===== src/rtl/crt_vtiming_pkg.sv =====
package crt_vtiming_pkg;

	// ============================================================
	// Register indices on the index/data port.
	localparam logic [5:0] IDX_VERTICAL_TOTAL_LOW = 6'h06;
	localparam logic [5:0] IDX_VERTICAL_OVERFLOW = 6'h07;
	localparam logic [5:0] IDX_PRESET_ROW_AND_PAN = 6'h08;
	localparam logic [5:0] IDX_MAX_SCAN_LINE_CTRL = 6'h09;
	localparam logic [5:0] IDX_CURSOR_START_ROW = 6'h0a;
	localparam logic [5:0] IDX_CURSOR_END_ROW = 6'h0b;
	localparam logic [5:0] IDX_START_ADDRESS_MIDDLE = 6'h0c;
	localparam logic [5:0] IDX_START_ADDRESS_LOW = 6'h0d;
	localparam logic [5:0] IDX_CURSOR_LOCATION_HIGH = 6'h0e;
	localparam logic [5:0] IDX_CURSOR_LOCATION_LOW = 6'h0f;
	localparam logic [5:0] IDX_VERTICAL_SYNC_START_LOW = 6'h10;
	localparam logic [5:0] IDX_VERTICAL_SYNC_END_IRQ = 6'h11;
	localparam logic [5:0] IDX_VERTICAL_DISPLAY_END_LOW = 6'h12;
	localparam logic [5:0] IDX_LINE_PITCH_LOW = 6'h13;
	// Highest index that the protect bit covers.
	localparam logic [5:0] IDX_PROTECT_LAST = 6'h07;

	// ============================================================
	// Field positions in the overflow register.
	localparam int OVF_VTOTAL_B8 = 0;
	localparam int OVF_VDISPEND_B8 = 1;
	localparam int OVF_VSYNCSTR_B8 = 2;
	localparam int OVF_VBLKSTR_B8 = 3;
	localparam int OVF_LINECOMP_B8 = 4;
	localparam int OVF_VTOTAL_B9 = 5;
	localparam int OVF_VDISPEND_B9 = 6;
	localparam int OVF_VSYNCSTR_B9 = 7;

	// Field positions in the maximum scan line register.
	localparam int MSL_VBLKSTR_B9 = 5;
	localparam int MSL_LINECOMP_B9 = 6;
	localparam int MSL_LINE_DOUBLING = 7;

	// Field positions in the preset row, cursor and sync end registers.
	localparam int PRS_PAN_LSB = 5;
	localparam int CUR_OFF_BIT = 5;
	localparam int CUR_SKEW_LSB = 5;
	localparam int VSE_INT_CLEAR = 4;
	localparam int VSE_INT_DISABLE = 5;
	localparam int VSE_REFRESH_SELECT = 6;
	localparam int VSE_PROTECT = 7;

	// Field positions in the vertical extension register.
	localparam int VEXT_VTOTAL_LSB = 0;
	localparam int VEXT_VDISPEND_B10 = 2;
	localparam int VEXT_VSYNCSTR_LSB = 5;

	// Readable bits of registers with reserved bits.
	localparam logic [7:0] PRS_READ_MASK = 8'h7f;
	localparam logic [7:0] CSR_READ_MASK = 8'h3f;
	localparam logic [7:0] CER_READ_MASK = 8'h7f;

	// Value of every register after reset, and the depth of the cursor skew pipe.
	localparam logic [7:0] REG_RESET = 8'h00;
	localparam logic [11:0] VCNT_RESET = 12'h000;
	localparam logic [4:0] ROW_RESET = 5'h00;
	localparam int SKEW_DEPTH = 4;

endpackage : crt_vtiming_pkg


===== src/rtl/crt_vertical_timing_cursor_regs.sv =====
`timescale 1ns/1ps
// Summary of operation
// - Vertical total is 12 bits from total, overflow and extension fields.
// - Protect bit blocks writes to indices 0 to 7, except line-compare bit 8.
// - Overflow bits 0-4 carry bit 8 fields, bits 5-7 carry bit 9 fields.
// - Max scan register bit 5 is blank start bit 9, bit 6 compare bit 9.
// - Row counter loads preset after retrace, clears on max scan compare.
// - Preset counts single lines, or double lines when line doubling is set.
// - Max scan field is scan lines per character row minus one.
// - Line doubling selects row counter clock and start address load time.
// - Cursor spans start to end row; none when start exceeds end.
// - Cursor-off bit suppresses the cursor.
// - Cursor skew delays the cursor by zero to three character clocks.
// - 21-bit start address from nibble, middle and low bytes, used after retrace.
// - Cursor sits at the 16-bit location, only in alphanumeric mode.
// - Vertical sync starts when the line counter equals the 12-bit start.
// - Vertical sync ends when counter low four bits equal the end field.
// - Interrupt-clear at zero clears the request; software writes one to rearm.
// - Active-low enable gates the request onto the registered interrupt, one clock later.
// - Refresh-select bit is read/write and has no effect.
// - Display enable drops when the counter reaches the 11-bit end value.
// - Sync halving advances the vertical counter on every second line.
// - Index written first, then data read or written through the data byte.
module crt_vertical_timing_cursor_regs (
	input wire logic clk,
	input wire logic reset_n,
	input wire logic index_wr,
	input wire logic [5:0] index_wdata,
	input wire logic data_wr,
	input wire logic [7:0] data_wdata,
	input wire logic [3:0] address_extension_reg,
	input wire logic [7:0] vertical_extension_reg,
	input wire logic sync_halving,
	input wire logic alpha_mode,
	input wire logic hretrace,
	input wire logic [15:0] char_addr,
	input wire logic char_valid,
	output logic [5:0] index_r,
	output logic [7:0] rdata_r,
	output logic [11:0] vcount_r,
	output logic [4:0] row_scan_r,
	output logic vsync_r,
	output logic vdisp_en_r,
	output logic [20:0] start_addr_r,
	output logic cursor_r,
	output logic vint_req_r,
	output logic irq_r,
	output logic [1:0] byte_pan_r,
	output logic [7:0] line_pitch_r
);

	// ============================================================
	// Register storage
	logic [7:0] vertical_total_low_r, vertical_overflow_reg_r, preset_row_and_pan_r;
	logic [7:0] max_scan_reg_r, cursor_start_row_r, cursor_end_row_r, start_address_middle_r;
	logic [7:0] start_address_low_r, cursor_location_high_r, cursor_location_low_r;
	logic [7:0] vertical_sync_start_low_r, vertical_sync_end_irq_r, vertical_display_end_low_r;

	// Timing state
	localparam int SKEW_DEPTH_W = crt_vtiming_pkg::SKEW_DEPTH;
	logic line_div_r, row_div_r, addr_load_pend_r;
	logic [SKEW_DEPTH_W-1:0] cursor_pipe_r;

	// Decoded fields
	logic protect, line_doubling, int_clear_n, int_disable_n_low;
	logic [11:0] vtotal, vsync_start;
	logic [10:0] vdisp_end;
	logic [4:0] preset_row, max_scan, cur_start, cur_end;
	logic [1:0] cur_skew;
	logic [3:0] vsync_end;
	logic [20:0] start_addr_full;
	logic [15:0] cursor_loc;
	logic line_tick, row_tick, frame_end, vsync_begin, cursor_now, wr_ok;
	logic [7:0] rd_mux;

	// ============================================================
	// Field assembly from the byte registers and extension inputs.
	assign protect = vertical_sync_end_irq_r[crt_vtiming_pkg::VSE_PROTECT];
	assign line_doubling = max_scan_reg_r[crt_vtiming_pkg::MSL_LINE_DOUBLING];
	assign int_clear_n = vertical_sync_end_irq_r[crt_vtiming_pkg::VSE_INT_CLEAR];
	assign int_disable_n_low = ~vertical_sync_end_irq_r[crt_vtiming_pkg::VSE_INT_DISABLE];
	assign vtotal = {vertical_extension_reg[crt_vtiming_pkg::VEXT_VTOTAL_LSB+1],
		vertical_extension_reg[crt_vtiming_pkg::VEXT_VTOTAL_LSB],
		vertical_overflow_reg_r[crt_vtiming_pkg::OVF_VTOTAL_B9],
		vertical_overflow_reg_r[crt_vtiming_pkg::OVF_VTOTAL_B8],
		vertical_total_low_r};
	assign vsync_start = {vertical_extension_reg[crt_vtiming_pkg::VEXT_VSYNCSTR_LSB+1],
		vertical_extension_reg[crt_vtiming_pkg::VEXT_VSYNCSTR_LSB],
		vertical_overflow_reg_r[crt_vtiming_pkg::OVF_VSYNCSTR_B9],
		vertical_overflow_reg_r[crt_vtiming_pkg::OVF_VSYNCSTR_B8],
		vertical_sync_start_low_r};
	assign vdisp_end = {vertical_extension_reg[crt_vtiming_pkg::VEXT_VDISPEND_B10],
		vertical_overflow_reg_r[crt_vtiming_pkg::OVF_VDISPEND_B9],
		vertical_overflow_reg_r[crt_vtiming_pkg::OVF_VDISPEND_B8],
		vertical_display_end_low_r};
	assign preset_row = preset_row_and_pan_r[4:0];
	assign max_scan = max_scan_reg_r[4:0];
	assign cur_start = cursor_start_row_r[4:0];
	assign cur_end = cursor_end_row_r[4:0];
	assign cur_skew = cursor_end_row_r[crt_vtiming_pkg::CUR_SKEW_LSB +: 2];
	assign vsync_end = vertical_sync_end_irq_r[3:0];
	assign start_addr_full = {1'b0, address_extension_reg, start_address_middle_r,
		start_address_low_r};
	assign cursor_loc = {cursor_location_high_r, cursor_location_low_r};

	// ============================================================
	// Line and row clocking.
	// Sync halving passes every second retrace, so all vertical values
	// gain a resolution of two lines.
	assign line_tick = hretrace & (~sync_halving | line_div_r);
	// Line doubling clocks the row counter on every second counted line.
	assign row_tick = line_tick & (~line_doubling | row_div_r);
	assign frame_end = line_tick & (vcount_r == vtotal);
	assign vsync_begin = line_tick & (vcount_r == vsync_start) & ~vsync_r;

	// ============================================================
	// Register port write qualification.
	// Only indices in the protected range are refused; the overflow register
	// is handled bitwise below so its line-compare bit stays writable.
	assign wr_ok = data_wr & ~(protect & (index_r <= crt_vtiming_pkg::IDX_PROTECT_LAST));

	// Index register: software selects a register before each data access.
	always_ff @(posedge clk) begin
		if (!reset_n) begin
			index_r <= 6'h00;
		end else if (index_wr) begin
			index_r <= index_wdata;
		end
	end

	// Unprotected registers.
	always_ff @(posedge clk) begin
		if (!reset_n) begin
			preset_row_and_pan_r <= crt_vtiming_pkg::REG_RESET;
			max_scan_reg_r <= crt_vtiming_pkg::REG_RESET;
			cursor_start_row_r <= crt_vtiming_pkg::REG_RESET;
			cursor_end_row_r <= crt_vtiming_pkg::REG_RESET;
			start_address_middle_r <= crt_vtiming_pkg::REG_RESET;
			start_address_low_r <= crt_vtiming_pkg::REG_RESET;
			cursor_location_high_r <= crt_vtiming_pkg::REG_RESET;
			cursor_location_low_r <= crt_vtiming_pkg::REG_RESET;
			vertical_sync_start_low_r <= crt_vtiming_pkg::REG_RESET;
			vertical_sync_end_irq_r <= crt_vtiming_pkg::REG_RESET;
			vertical_display_end_low_r <= crt_vtiming_pkg::REG_RESET;
			line_pitch_r <= crt_vtiming_pkg::REG_RESET;
		end else if (data_wr) begin
			if (index_r == crt_vtiming_pkg::IDX_PRESET_ROW_AND_PAN) begin
				preset_row_and_pan_r <= data_wdata & crt_vtiming_pkg::PRS_READ_MASK;
			end else if (index_r == crt_vtiming_pkg::IDX_MAX_SCAN_LINE_CTRL) begin
				max_scan_reg_r <= data_wdata;
			end else if (index_r == crt_vtiming_pkg::IDX_CURSOR_START_ROW) begin
				cursor_start_row_r <= data_wdata & crt_vtiming_pkg::CSR_READ_MASK;
			end else if (index_r == crt_vtiming_pkg::IDX_CURSOR_END_ROW) begin
				cursor_end_row_r <= data_wdata & crt_vtiming_pkg::CER_READ_MASK;
			end else if (index_r == crt_vtiming_pkg::IDX_START_ADDRESS_MIDDLE) begin
				start_address_middle_r <= data_wdata;
			end else if (index_r == crt_vtiming_pkg::IDX_START_ADDRESS_LOW) begin
				start_address_low_r <= data_wdata;
			end else if (index_r == crt_vtiming_pkg::IDX_CURSOR_LOCATION_HIGH) begin
				cursor_location_high_r <= data_wdata;
			end else if (index_r == crt_vtiming_pkg::IDX_CURSOR_LOCATION_LOW) begin
				cursor_location_low_r <= data_wdata;
			end else if (index_r == crt_vtiming_pkg::IDX_VERTICAL_SYNC_START_LOW) begin
				vertical_sync_start_low_r <= data_wdata;
			end else if (index_r == crt_vtiming_pkg::IDX_VERTICAL_SYNC_END_IRQ) begin
				// The refresh-select bit is stored for readback and drives nothing.
				vertical_sync_end_irq_r <= data_wdata;
			end else if (index_r == crt_vtiming_pkg::IDX_VERTICAL_DISPLAY_END_LOW) begin
				vertical_display_end_low_r <= data_wdata;
			end else if (index_r == crt_vtiming_pkg::IDX_LINE_PITCH_LOW) begin
				line_pitch_r <= data_wdata;
			end
		end
	end

	// Protected vertical total register.
	always_ff @(posedge clk) begin
		if (!reset_n) begin
			vertical_total_low_r <= crt_vtiming_pkg::REG_RESET;
		end else if (wr_ok && index_r == crt_vtiming_pkg::IDX_VERTICAL_TOTAL_LOW) begin
			vertical_total_low_r <= data_wdata;
		end
	end

	// Overflow register: line-compare bit 8 ignores the protect bit.
	always_ff @(posedge clk) begin
		if (!reset_n) begin
			vertical_overflow_reg_r <= crt_vtiming_pkg::REG_RESET;
		end else if (data_wr && index_r == crt_vtiming_pkg::IDX_VERTICAL_OVERFLOW) begin
			if (protect) begin
				vertical_overflow_reg_r[crt_vtiming_pkg::OVF_LINECOMP_B8] <=
					data_wdata[crt_vtiming_pkg::OVF_LINECOMP_B8];
			end else begin
				vertical_overflow_reg_r <= data_wdata;
			end
		end
	end

	// ============================================================
	// Read data mux; unmapped indices read zero.
	always_comb begin
		rd_mux = 8'h00;
		if (index_r == crt_vtiming_pkg::IDX_VERTICAL_TOTAL_LOW) begin
			rd_mux = vertical_total_low_r;
		end else if (index_r == crt_vtiming_pkg::IDX_VERTICAL_OVERFLOW) begin
			rd_mux = vertical_overflow_reg_r;
		end else if (index_r == crt_vtiming_pkg::IDX_PRESET_ROW_AND_PAN) begin
			rd_mux = preset_row_and_pan_r & crt_vtiming_pkg::PRS_READ_MASK;
		end else if (index_r == crt_vtiming_pkg::IDX_MAX_SCAN_LINE_CTRL) begin
			rd_mux = max_scan_reg_r;
		end else if (index_r == crt_vtiming_pkg::IDX_CURSOR_START_ROW) begin
			rd_mux = cursor_start_row_r;
		end else if (index_r == crt_vtiming_pkg::IDX_CURSOR_END_ROW) begin
			rd_mux = cursor_end_row_r;
		end else if (index_r == crt_vtiming_pkg::IDX_START_ADDRESS_MIDDLE) begin
			rd_mux = start_address_middle_r;
		end else if (index_r == crt_vtiming_pkg::IDX_START_ADDRESS_LOW) begin
			rd_mux = start_address_low_r;
		end else if (index_r == crt_vtiming_pkg::IDX_CURSOR_LOCATION_HIGH) begin
			rd_mux = cursor_location_high_r;
		end else if (index_r == crt_vtiming_pkg::IDX_CURSOR_LOCATION_LOW) begin
			rd_mux = cursor_location_low_r;
		end else if (index_r == crt_vtiming_pkg::IDX_VERTICAL_SYNC_START_LOW) begin
			rd_mux = vertical_sync_start_low_r;
		end else if (index_r == crt_vtiming_pkg::IDX_VERTICAL_SYNC_END_IRQ) begin
			rd_mux = vertical_sync_end_irq_r;
		end else if (index_r == crt_vtiming_pkg::IDX_VERTICAL_DISPLAY_END_LOW) begin
			rd_mux = vertical_display_end_low_r;
		end else if (index_r == crt_vtiming_pkg::IDX_LINE_PITCH_LOW) begin
			rd_mux = line_pitch_r;
		end
	end

	// Read data is registered, so it follows the index and data one cycle late.
	always_ff @(posedge clk) begin
		if (!reset_n) begin
			rdata_r <= 8'h00;
		end else begin
			rdata_r <= rd_mux;
		end
	end

	// ============================================================
	// Line divider for sync halving.
	always_ff @(posedge clk) begin
		if (!reset_n) begin
			line_div_r <= 1'b0;
		end else if (hretrace) begin
			line_div_r <= ~line_div_r;
		end
	end

	// Vertical line counter; wraps after the total line.
	always_ff @(posedge clk) begin
		if (!reset_n) begin
			vcount_r <= crt_vtiming_pkg::VCNT_RESET;
		end else if (frame_end) begin
			vcount_r <= crt_vtiming_pkg::VCNT_RESET;
		end else if (line_tick) begin
			vcount_r <= vcount_r + 12'h001;
		end
	end

	// Vertical sync: set on the start match, cleared on the low-nibble match.
	// The end compare is only looked at once sync is high, so a nibble that
	// matches at the start line does not produce a zero-length pulse.
	always_ff @(posedge clk) begin
		if (!reset_n) begin
			vsync_r <= 1'b0;
		end else if (vsync_begin) begin
			vsync_r <= 1'b1;
		end else if (line_tick && vsync_r && vcount_r[3:0] == vsync_end) begin
			vsync_r <= 1'b0;
		end
	end

	// Vertical display enable: high from line zero until the end value.
	always_ff @(posedge clk) begin
		if (!reset_n) begin
			vdisp_en_r <= 1'b0;
		end else if (frame_end) begin
			vdisp_en_r <= (vdisp_end != 11'h000);
		end else if (line_tick && vcount_r == {1'b0, vdisp_end}) begin
			vdisp_en_r <= 1'b0;
		end else if (line_tick && vcount_r == crt_vtiming_pkg::VCNT_RESET) begin
			vdisp_en_r <= 1'b1;
		end
	end

	// ============================================================
	// Row scan counter with optional halving of its clock.
	always_ff @(posedge clk) begin
		if (!reset_n) begin
			row_div_r <= 1'b0;
		end else if (frame_end) begin
			row_div_r <= 1'b0;
		end else if (line_tick) begin
			row_div_r <= ~row_div_r;
		end
	end

	// Preset after each frame; the max compare clears rather than presets.
	always_ff @(posedge clk) begin
		if (!reset_n) begin
			row_scan_r <= crt_vtiming_pkg::ROW_RESET;
		end else if (frame_end) begin
			row_scan_r <= preset_row;
		end else if (row_tick && row_scan_r == max_scan) begin
			row_scan_r <= crt_vtiming_pkg::ROW_RESET;
		end else if (row_tick) begin
			row_scan_r <= row_scan_r + 5'h01;
		end
	end

	// ============================================================
	// Start address latch. With line doubling the load waits for the row
	// clock so both halves of a doubled line fetch the same address.
	always_ff @(posedge clk) begin
		if (!reset_n) begin
			addr_load_pend_r <= 1'b0;
			start_addr_r <= 21'h000000;
		end else if (frame_end && !line_doubling) begin
			addr_load_pend_r <= 1'b0;
			start_addr_r <= start_addr_full;
		end else if (frame_end) begin
			addr_load_pend_r <= 1'b1;
		end else if (addr_load_pend_r && row_tick) begin
			addr_load_pend_r <= 1'b0;
			start_addr_r <= start_addr_full;
		end
	end

	// Byte panning is passed on to the pixel shifter.
	always_ff @(posedge clk) begin
		if (!reset_n) begin
			byte_pan_r <= 2'h0;
		end else begin
			byte_pan_r <= preset_row_and_pan_r[crt_vtiming_pkg::PRS_PAN_LSB +: 2];
		end
	end

	// ============================================================
	// Cursor detection and skew.
	assign cursor_now = alpha_mode & char_valid & (char_addr == cursor_loc)
		& ~cursor_start_row_r[crt_vtiming_pkg::CUR_OFF_BIT]
		& (cur_start <= cur_end)
		& (row_scan_r >= cur_start) & (row_scan_r <= cur_end);

	// Each stage is one character clock of delay.
	always_ff @(posedge clk) begin
		if (!reset_n) begin
			cursor_pipe_r <= '0;
		end else begin
			cursor_pipe_r <= {cursor_pipe_r[SKEW_DEPTH_W-2:0], cursor_now};
		end
	end

	// Skew zero takes the first stage; each step adds one clock.
	always_ff @(posedge clk) begin
		if (!reset_n) begin
			cursor_r <= 1'b0;
		end else begin
			cursor_r <= cursor_pipe_r[cur_skew];
		end
	end

	// ============================================================
	// Vertical retrace interrupt. The clear bit at zero holds the request
	// low, so the handler must rearm it; a retrace during that time is lost.
	always_ff @(posedge clk) begin
		if (!reset_n) begin
			vint_req_r <= 1'b0;
		end else if (!int_clear_n) begin
			vint_req_r <= 1'b0;
		end else if (vsync_begin) begin
			vint_req_r <= 1'b1;
		end
	end

	// A request already pending shows one clock after the enable goes low.
	always_ff @(posedge clk) begin
		if (!reset_n) begin
			irq_r <= 1'b0;
		end else begin
			irq_r <= vint_req_r & int_disable_n_low;
		end
	end

endmodule : crt_vertical_timing_cursor_regs


===== config.mk =====
export PLATFORM = sky130hd
export DESIGN_NAME = crt_vertical_timing_cursor_regs
export DESIGN_NICKNAME = d
export VERILOG_FILES = /design/src/rtl/crt_vtiming_pkg.sv /design/src/rtl/crt_vertical_timing_cursor_regs.sv
export SDC_FILE = /design/constraint.sdc
export NUM_CORES = 1
export LEC_CHECK = 0
export BUFFER_PORTS_ARGS = -buffer_cell sky130_fd_sc_hd__buf_2
export CAP_MARGIN = 10
export CELL_PAD_IN_SITES_DETAIL_PLACEMENT = 1
export CELL_PAD_IN_SITES_GLOBAL_PLACEMENT = 1
export CORE_ASPECT_RATIO = 1.2
export CORE_UTILIZATION = 48
export DETAILED_ROUTE_END_ITERATION = 6
export PLACE_DENSITY = 0.86
export SYNTH_ARGS = -nofsm -noshare
export SYNTH_HDL_FRONTEND = slang
export SYNTH_SLANG_ARGS = --single-unit
export TNS_END_PERCENT = 10

===== constraint.sdc =====
create_clock -name clk -period 3.02 [get_ports clk]
set_input_delay 0.151 -clock clk [delete_from_list [all_inputs] [get_ports clk]]
set_output_delay 0.151 -clock clk [all_outputs]
set_load 0.02 [all_outputs]

==> flow_metrics.env <==
export IMPL_synthFlopType="dfxtp_1"
export IMPL_wirelength_um=28900
export IMPL_via_count=7764
export IMPL_period_share_pct=82.1
export IMPL_drc_errors=0
export IMPL_final_cells=1271
export IMPL_antenna_found_initial=0
export IMPL_yosysWarnings=0
export IMPL_ios=117
export IMPL_grt_busiest_layer="met2"
export IMPL_tns_ns=0
export IMPL_drt_iter0_markers=482
export IMPL_hold_class="in -> reg"
export IMPL_flow_area_growth_from_synthesis_pct=15.3
export IMPL_async_reset_ff_share_pct=0
export IMPL_grt_pass1_vias=8243
export IMPL_diodes=0
export IMPL_synth_area_per_cell_um2=9.08
export IMPL_initial_core_util_pct=49.2
export IMPL_cts_tree="done"
export IMPL_die_w_um=125
export IMPL_syn_inst=952
export IMPL_ant_nets=0
export IMPL_core_area_um2=17600
export IMPL_path_max_fanout=23
export IMPL_synth_cell_type_count=66
export IMPL_drive_gt1_share_pct=19.1
export IMPL_dr_pass1_iters=5
export IMPL_crit_arrival_ns=2.77
export IMPL_clk_pin_slew_ns=0.07
export IMPL_dpl_hpwl_um=19500
export IMPL_path_cells="buf_4 > nand2b_1 > nor2_4 > nand3_2 > mux2i_1 > nor2_1"
export IMPL_dp_cells=1231
export IMPL_finalMaxSlewViolations=0
export IMPL_vdd_ir_drop_max_mv=0.397
export IMPL_clock_latency_ns=0.44
export IMPL_min_path_cells=3
export IMPL_ff2ff_path_depth=6
export IMPL_netlist_area_um2=8650
export IMPL_setup_viol=0
export IMPL_post_cts_resized=0
export IMPL_synth_seq_cells=173
export IMPL_hold_viol=0
export IMPL_cp_start_kind="register"
export IMPL_grt_pass1_wl_um=45400
export IMPL_slew_headroom_pct=49.5
export IMPL_critPathMaxStageDelay_ns=0.74
export IMPL_grt_max_degree=67
export IMPL_routabilityCongestion=0.864
export IMPL_critPathSlowestCell="dfxtp_2"
export IMPL_overflow=0
export IMPL_die_area_um2=18600
export IMPL_fmax_mhz=403
export IMPL_crit_required_ns=3.31
export IMPL_p_per_area_nw_per_um2=520
export IMPL_status="complete, no violations"
export IMPL_fin_crit_ns=2.48
export IMPL_vias_per_cell=6.11
export IMPL_leakagePower_nw=4.02
export IMPL_cts_buffer_depth=2
export IMPL_use_met3_pct=5.45
export IMPL_dp_slack_ns=0.630
export IMPL_grt_usage_pct=31.9
export IMPL_synth_enable_flop_cells=0
export IMPL_wl_per_cell_um=22.8
export IMPL_worstSetupPathType="reg -> reg"
export IMPL_setup_ws_ns=0.541
export IMPL_tightest_slew_ns=0.756
export IMPL_drv_cap=0
export IMPL_clkSinkCount=173
export IMPL_io_buffers=112
export IMPL_critical_path_endpoint_type="register"
export IMPL_yosysSeqAreaShare_pct=40.0
export IMPL_grt_use_met2_pct=54.7
export IMPL_h_tree_depth=4
export IMPL_met1_usage_pct=36.6
export IMPL_syn_num_nets=1020
export IMPL_row_count=53
export IMPL_post_cts_buffers=0
export IMPL_clock_root_buffer="clkbuf_16"
export IMPL_grt_setup_unrepaired="no"
export IMPL_clock_skew_ns=0.00822
export IMPL_postCtsHoldBufs=10
export IMPL_die_h_um=149
export IMPL_numCtsBuffers=17
export IMPL_nets=1108
-- metal layers --
metal | up-vias | part of all wire, %
li1 | 3514 | -
met1 | 3796 | 40
met2 | 334 | 49
met3 | 120 | 5.2
met4 | 0 | 5.7
met5 | - | 0
-- power breakdown --
| part | internal, W | switching (W) | leakage (nW) |
|---|---|---|---|
| Clock | 0.00136 | 0.000940 | 0.288 |
| Sequential | 0.00231 | 0.0000591 | 1.40 |
| Combinational | 0.000191 | 0.000325 | 2.34 |
| Total | 0.00387 | 0.00132 | 4.02 |
-- flip-flops by register name (all words and copies together) (netlist names), 8 cells and up --
register,count
line_pitch_r,8
rdata_r,8
start_addr_r,20
vertical_sync_end_irq_r,8
vertical_display_end_low_r,8
vertical_overflow_reg_r,8
start_address_low_r,8
max_scan_reg_r,8
vertical_total_low_r,8
vertical_sync_start_low_r,8
cursor_location_low_r,8
vcount_r,12
start_address_middle_r,8
cursor_location_high_r,8
-- area by class of cell --
class | count | area [um^2]
multi-input combinational | 688 | 4750
clock buffer | 21 | 470
fill | 2013 | 7600
inverter | 19 | 72.6
sequential | 173 | 3470
tap | 220 | 275
timing repair buffer | 141 | 803
clock inverter | 9 | 135
-- logic make-up after synthesis --
group / synth area share, %
compound gates: 13.4
xor+xnor: 7.74
fa+ha+maj: 2.60
buf+inv: 5.01
flops: 40.0
mux: 13.6
other cells: 0.0434
simple gates: 17.5
-- per-stage QoR --
stage / instance area, um^2 / power, W / utilization (%) / hold slack (ns)
6_report: 9970 / 0.00519 / 56.8 / 0.0824
5_1_grt: 9970 / 0.00535 / 56.8 / 0.111
4_1_cts: 9970 / 0.00521 / 56.8 / 0.0759
3_5_place_dp: 9270 / 0.00291 / 52.7 / 0.370
3_3_place_gp: 9270 / 0.00289 / 52.7 / 0.361
2_1_floorplan: 8650 / 0.00274 / - / 0.276
-- final timing paths --
check,startpoint,end,slack [ns]
worst max register to register,index_r[1]$_SDFFE_PN0P_,vertical_total_low_r[6]$_SDFFE_PN0P_,0.54
worst min-delay path,hretrace,line_div_r$_SDFFE_PN0P_,0.08
worst max-delay path,index_r[1]$_SDFFE_PN0P_,vertical_total_low_r[6]$_SDFFE_PN0P_,0.54
worst min register to register,cursor_pipe_r[1]$_SDFF_PN0_,cursor_pipe_r[2]$_SDFF_PN0_,0.47
-- Yosys cell counts, drive strengths merged, types with 2 or more instances --
cell / instances / area share [%]
nor3: 16 / 1.1
o221ai: 3 / 0.30
nor2: 133 / 6.3
o21ai: 52 / 3.0
nand3: 28 / 1.8
and3: 2 / 0.14
a31oi: 8 / 0.58
o31ai: 3 / 0.26
a2bb2oi: 4 / 0.41
a221o: 3 / 0.35
a22o: 20 / 2.0
mux2i: 92 / 11
clkbuf: 44 / 1.9
nor2b: 4 / 0.29
dfxtp: 173 / 40
mux4: 11 / 2.9
nand2: 60 / 2.6
a22oi: 5 / 0.43
nor4b: 2 / 0.27
nand3b: 3 / 0.26
ha: 18 / 2.6
and2: 9 / 0.65
or4b: 3 / 0.39
nand2b: 8 / 0.58
inv: 19 / 0.82
buf: 28 / 2.3
nand4: 17 / 1.4
nor4: 11 / 0.97
o22ai: 4 / 0.29
or4: 2 / 0.17
a221oi: 3 / 0.30
a21oi: 65 / 3.8
o211ai: 3 / 0.26
a211o: 2 / 0.20
a21o: 6 / 0.52
xnor2: 49 / 5.3
xor2: 24 / 2.4
-- cell usage in the layout (no fill, tap or decap), drive strengths merged, types with 17 or more instances in the layout --
cell	n
mux2i	92
a21oi	65
dfxtp	173
a22o	20
xnor2	49
ha	18
nand4	17
xor2	24
nand3	28
o21ai	52
clkbuf	21
nand2	60
nor2	133
inv	20
buf	131
-- worst max-delay path, delay by kind of cell, from the launching register on --
kind          cells  cell delay, ns
mux               1            0.32
flops             1            0.74
simple gates      4            0.86
buf+inv           1            0.41
Power figures use the tool's default switching activity.
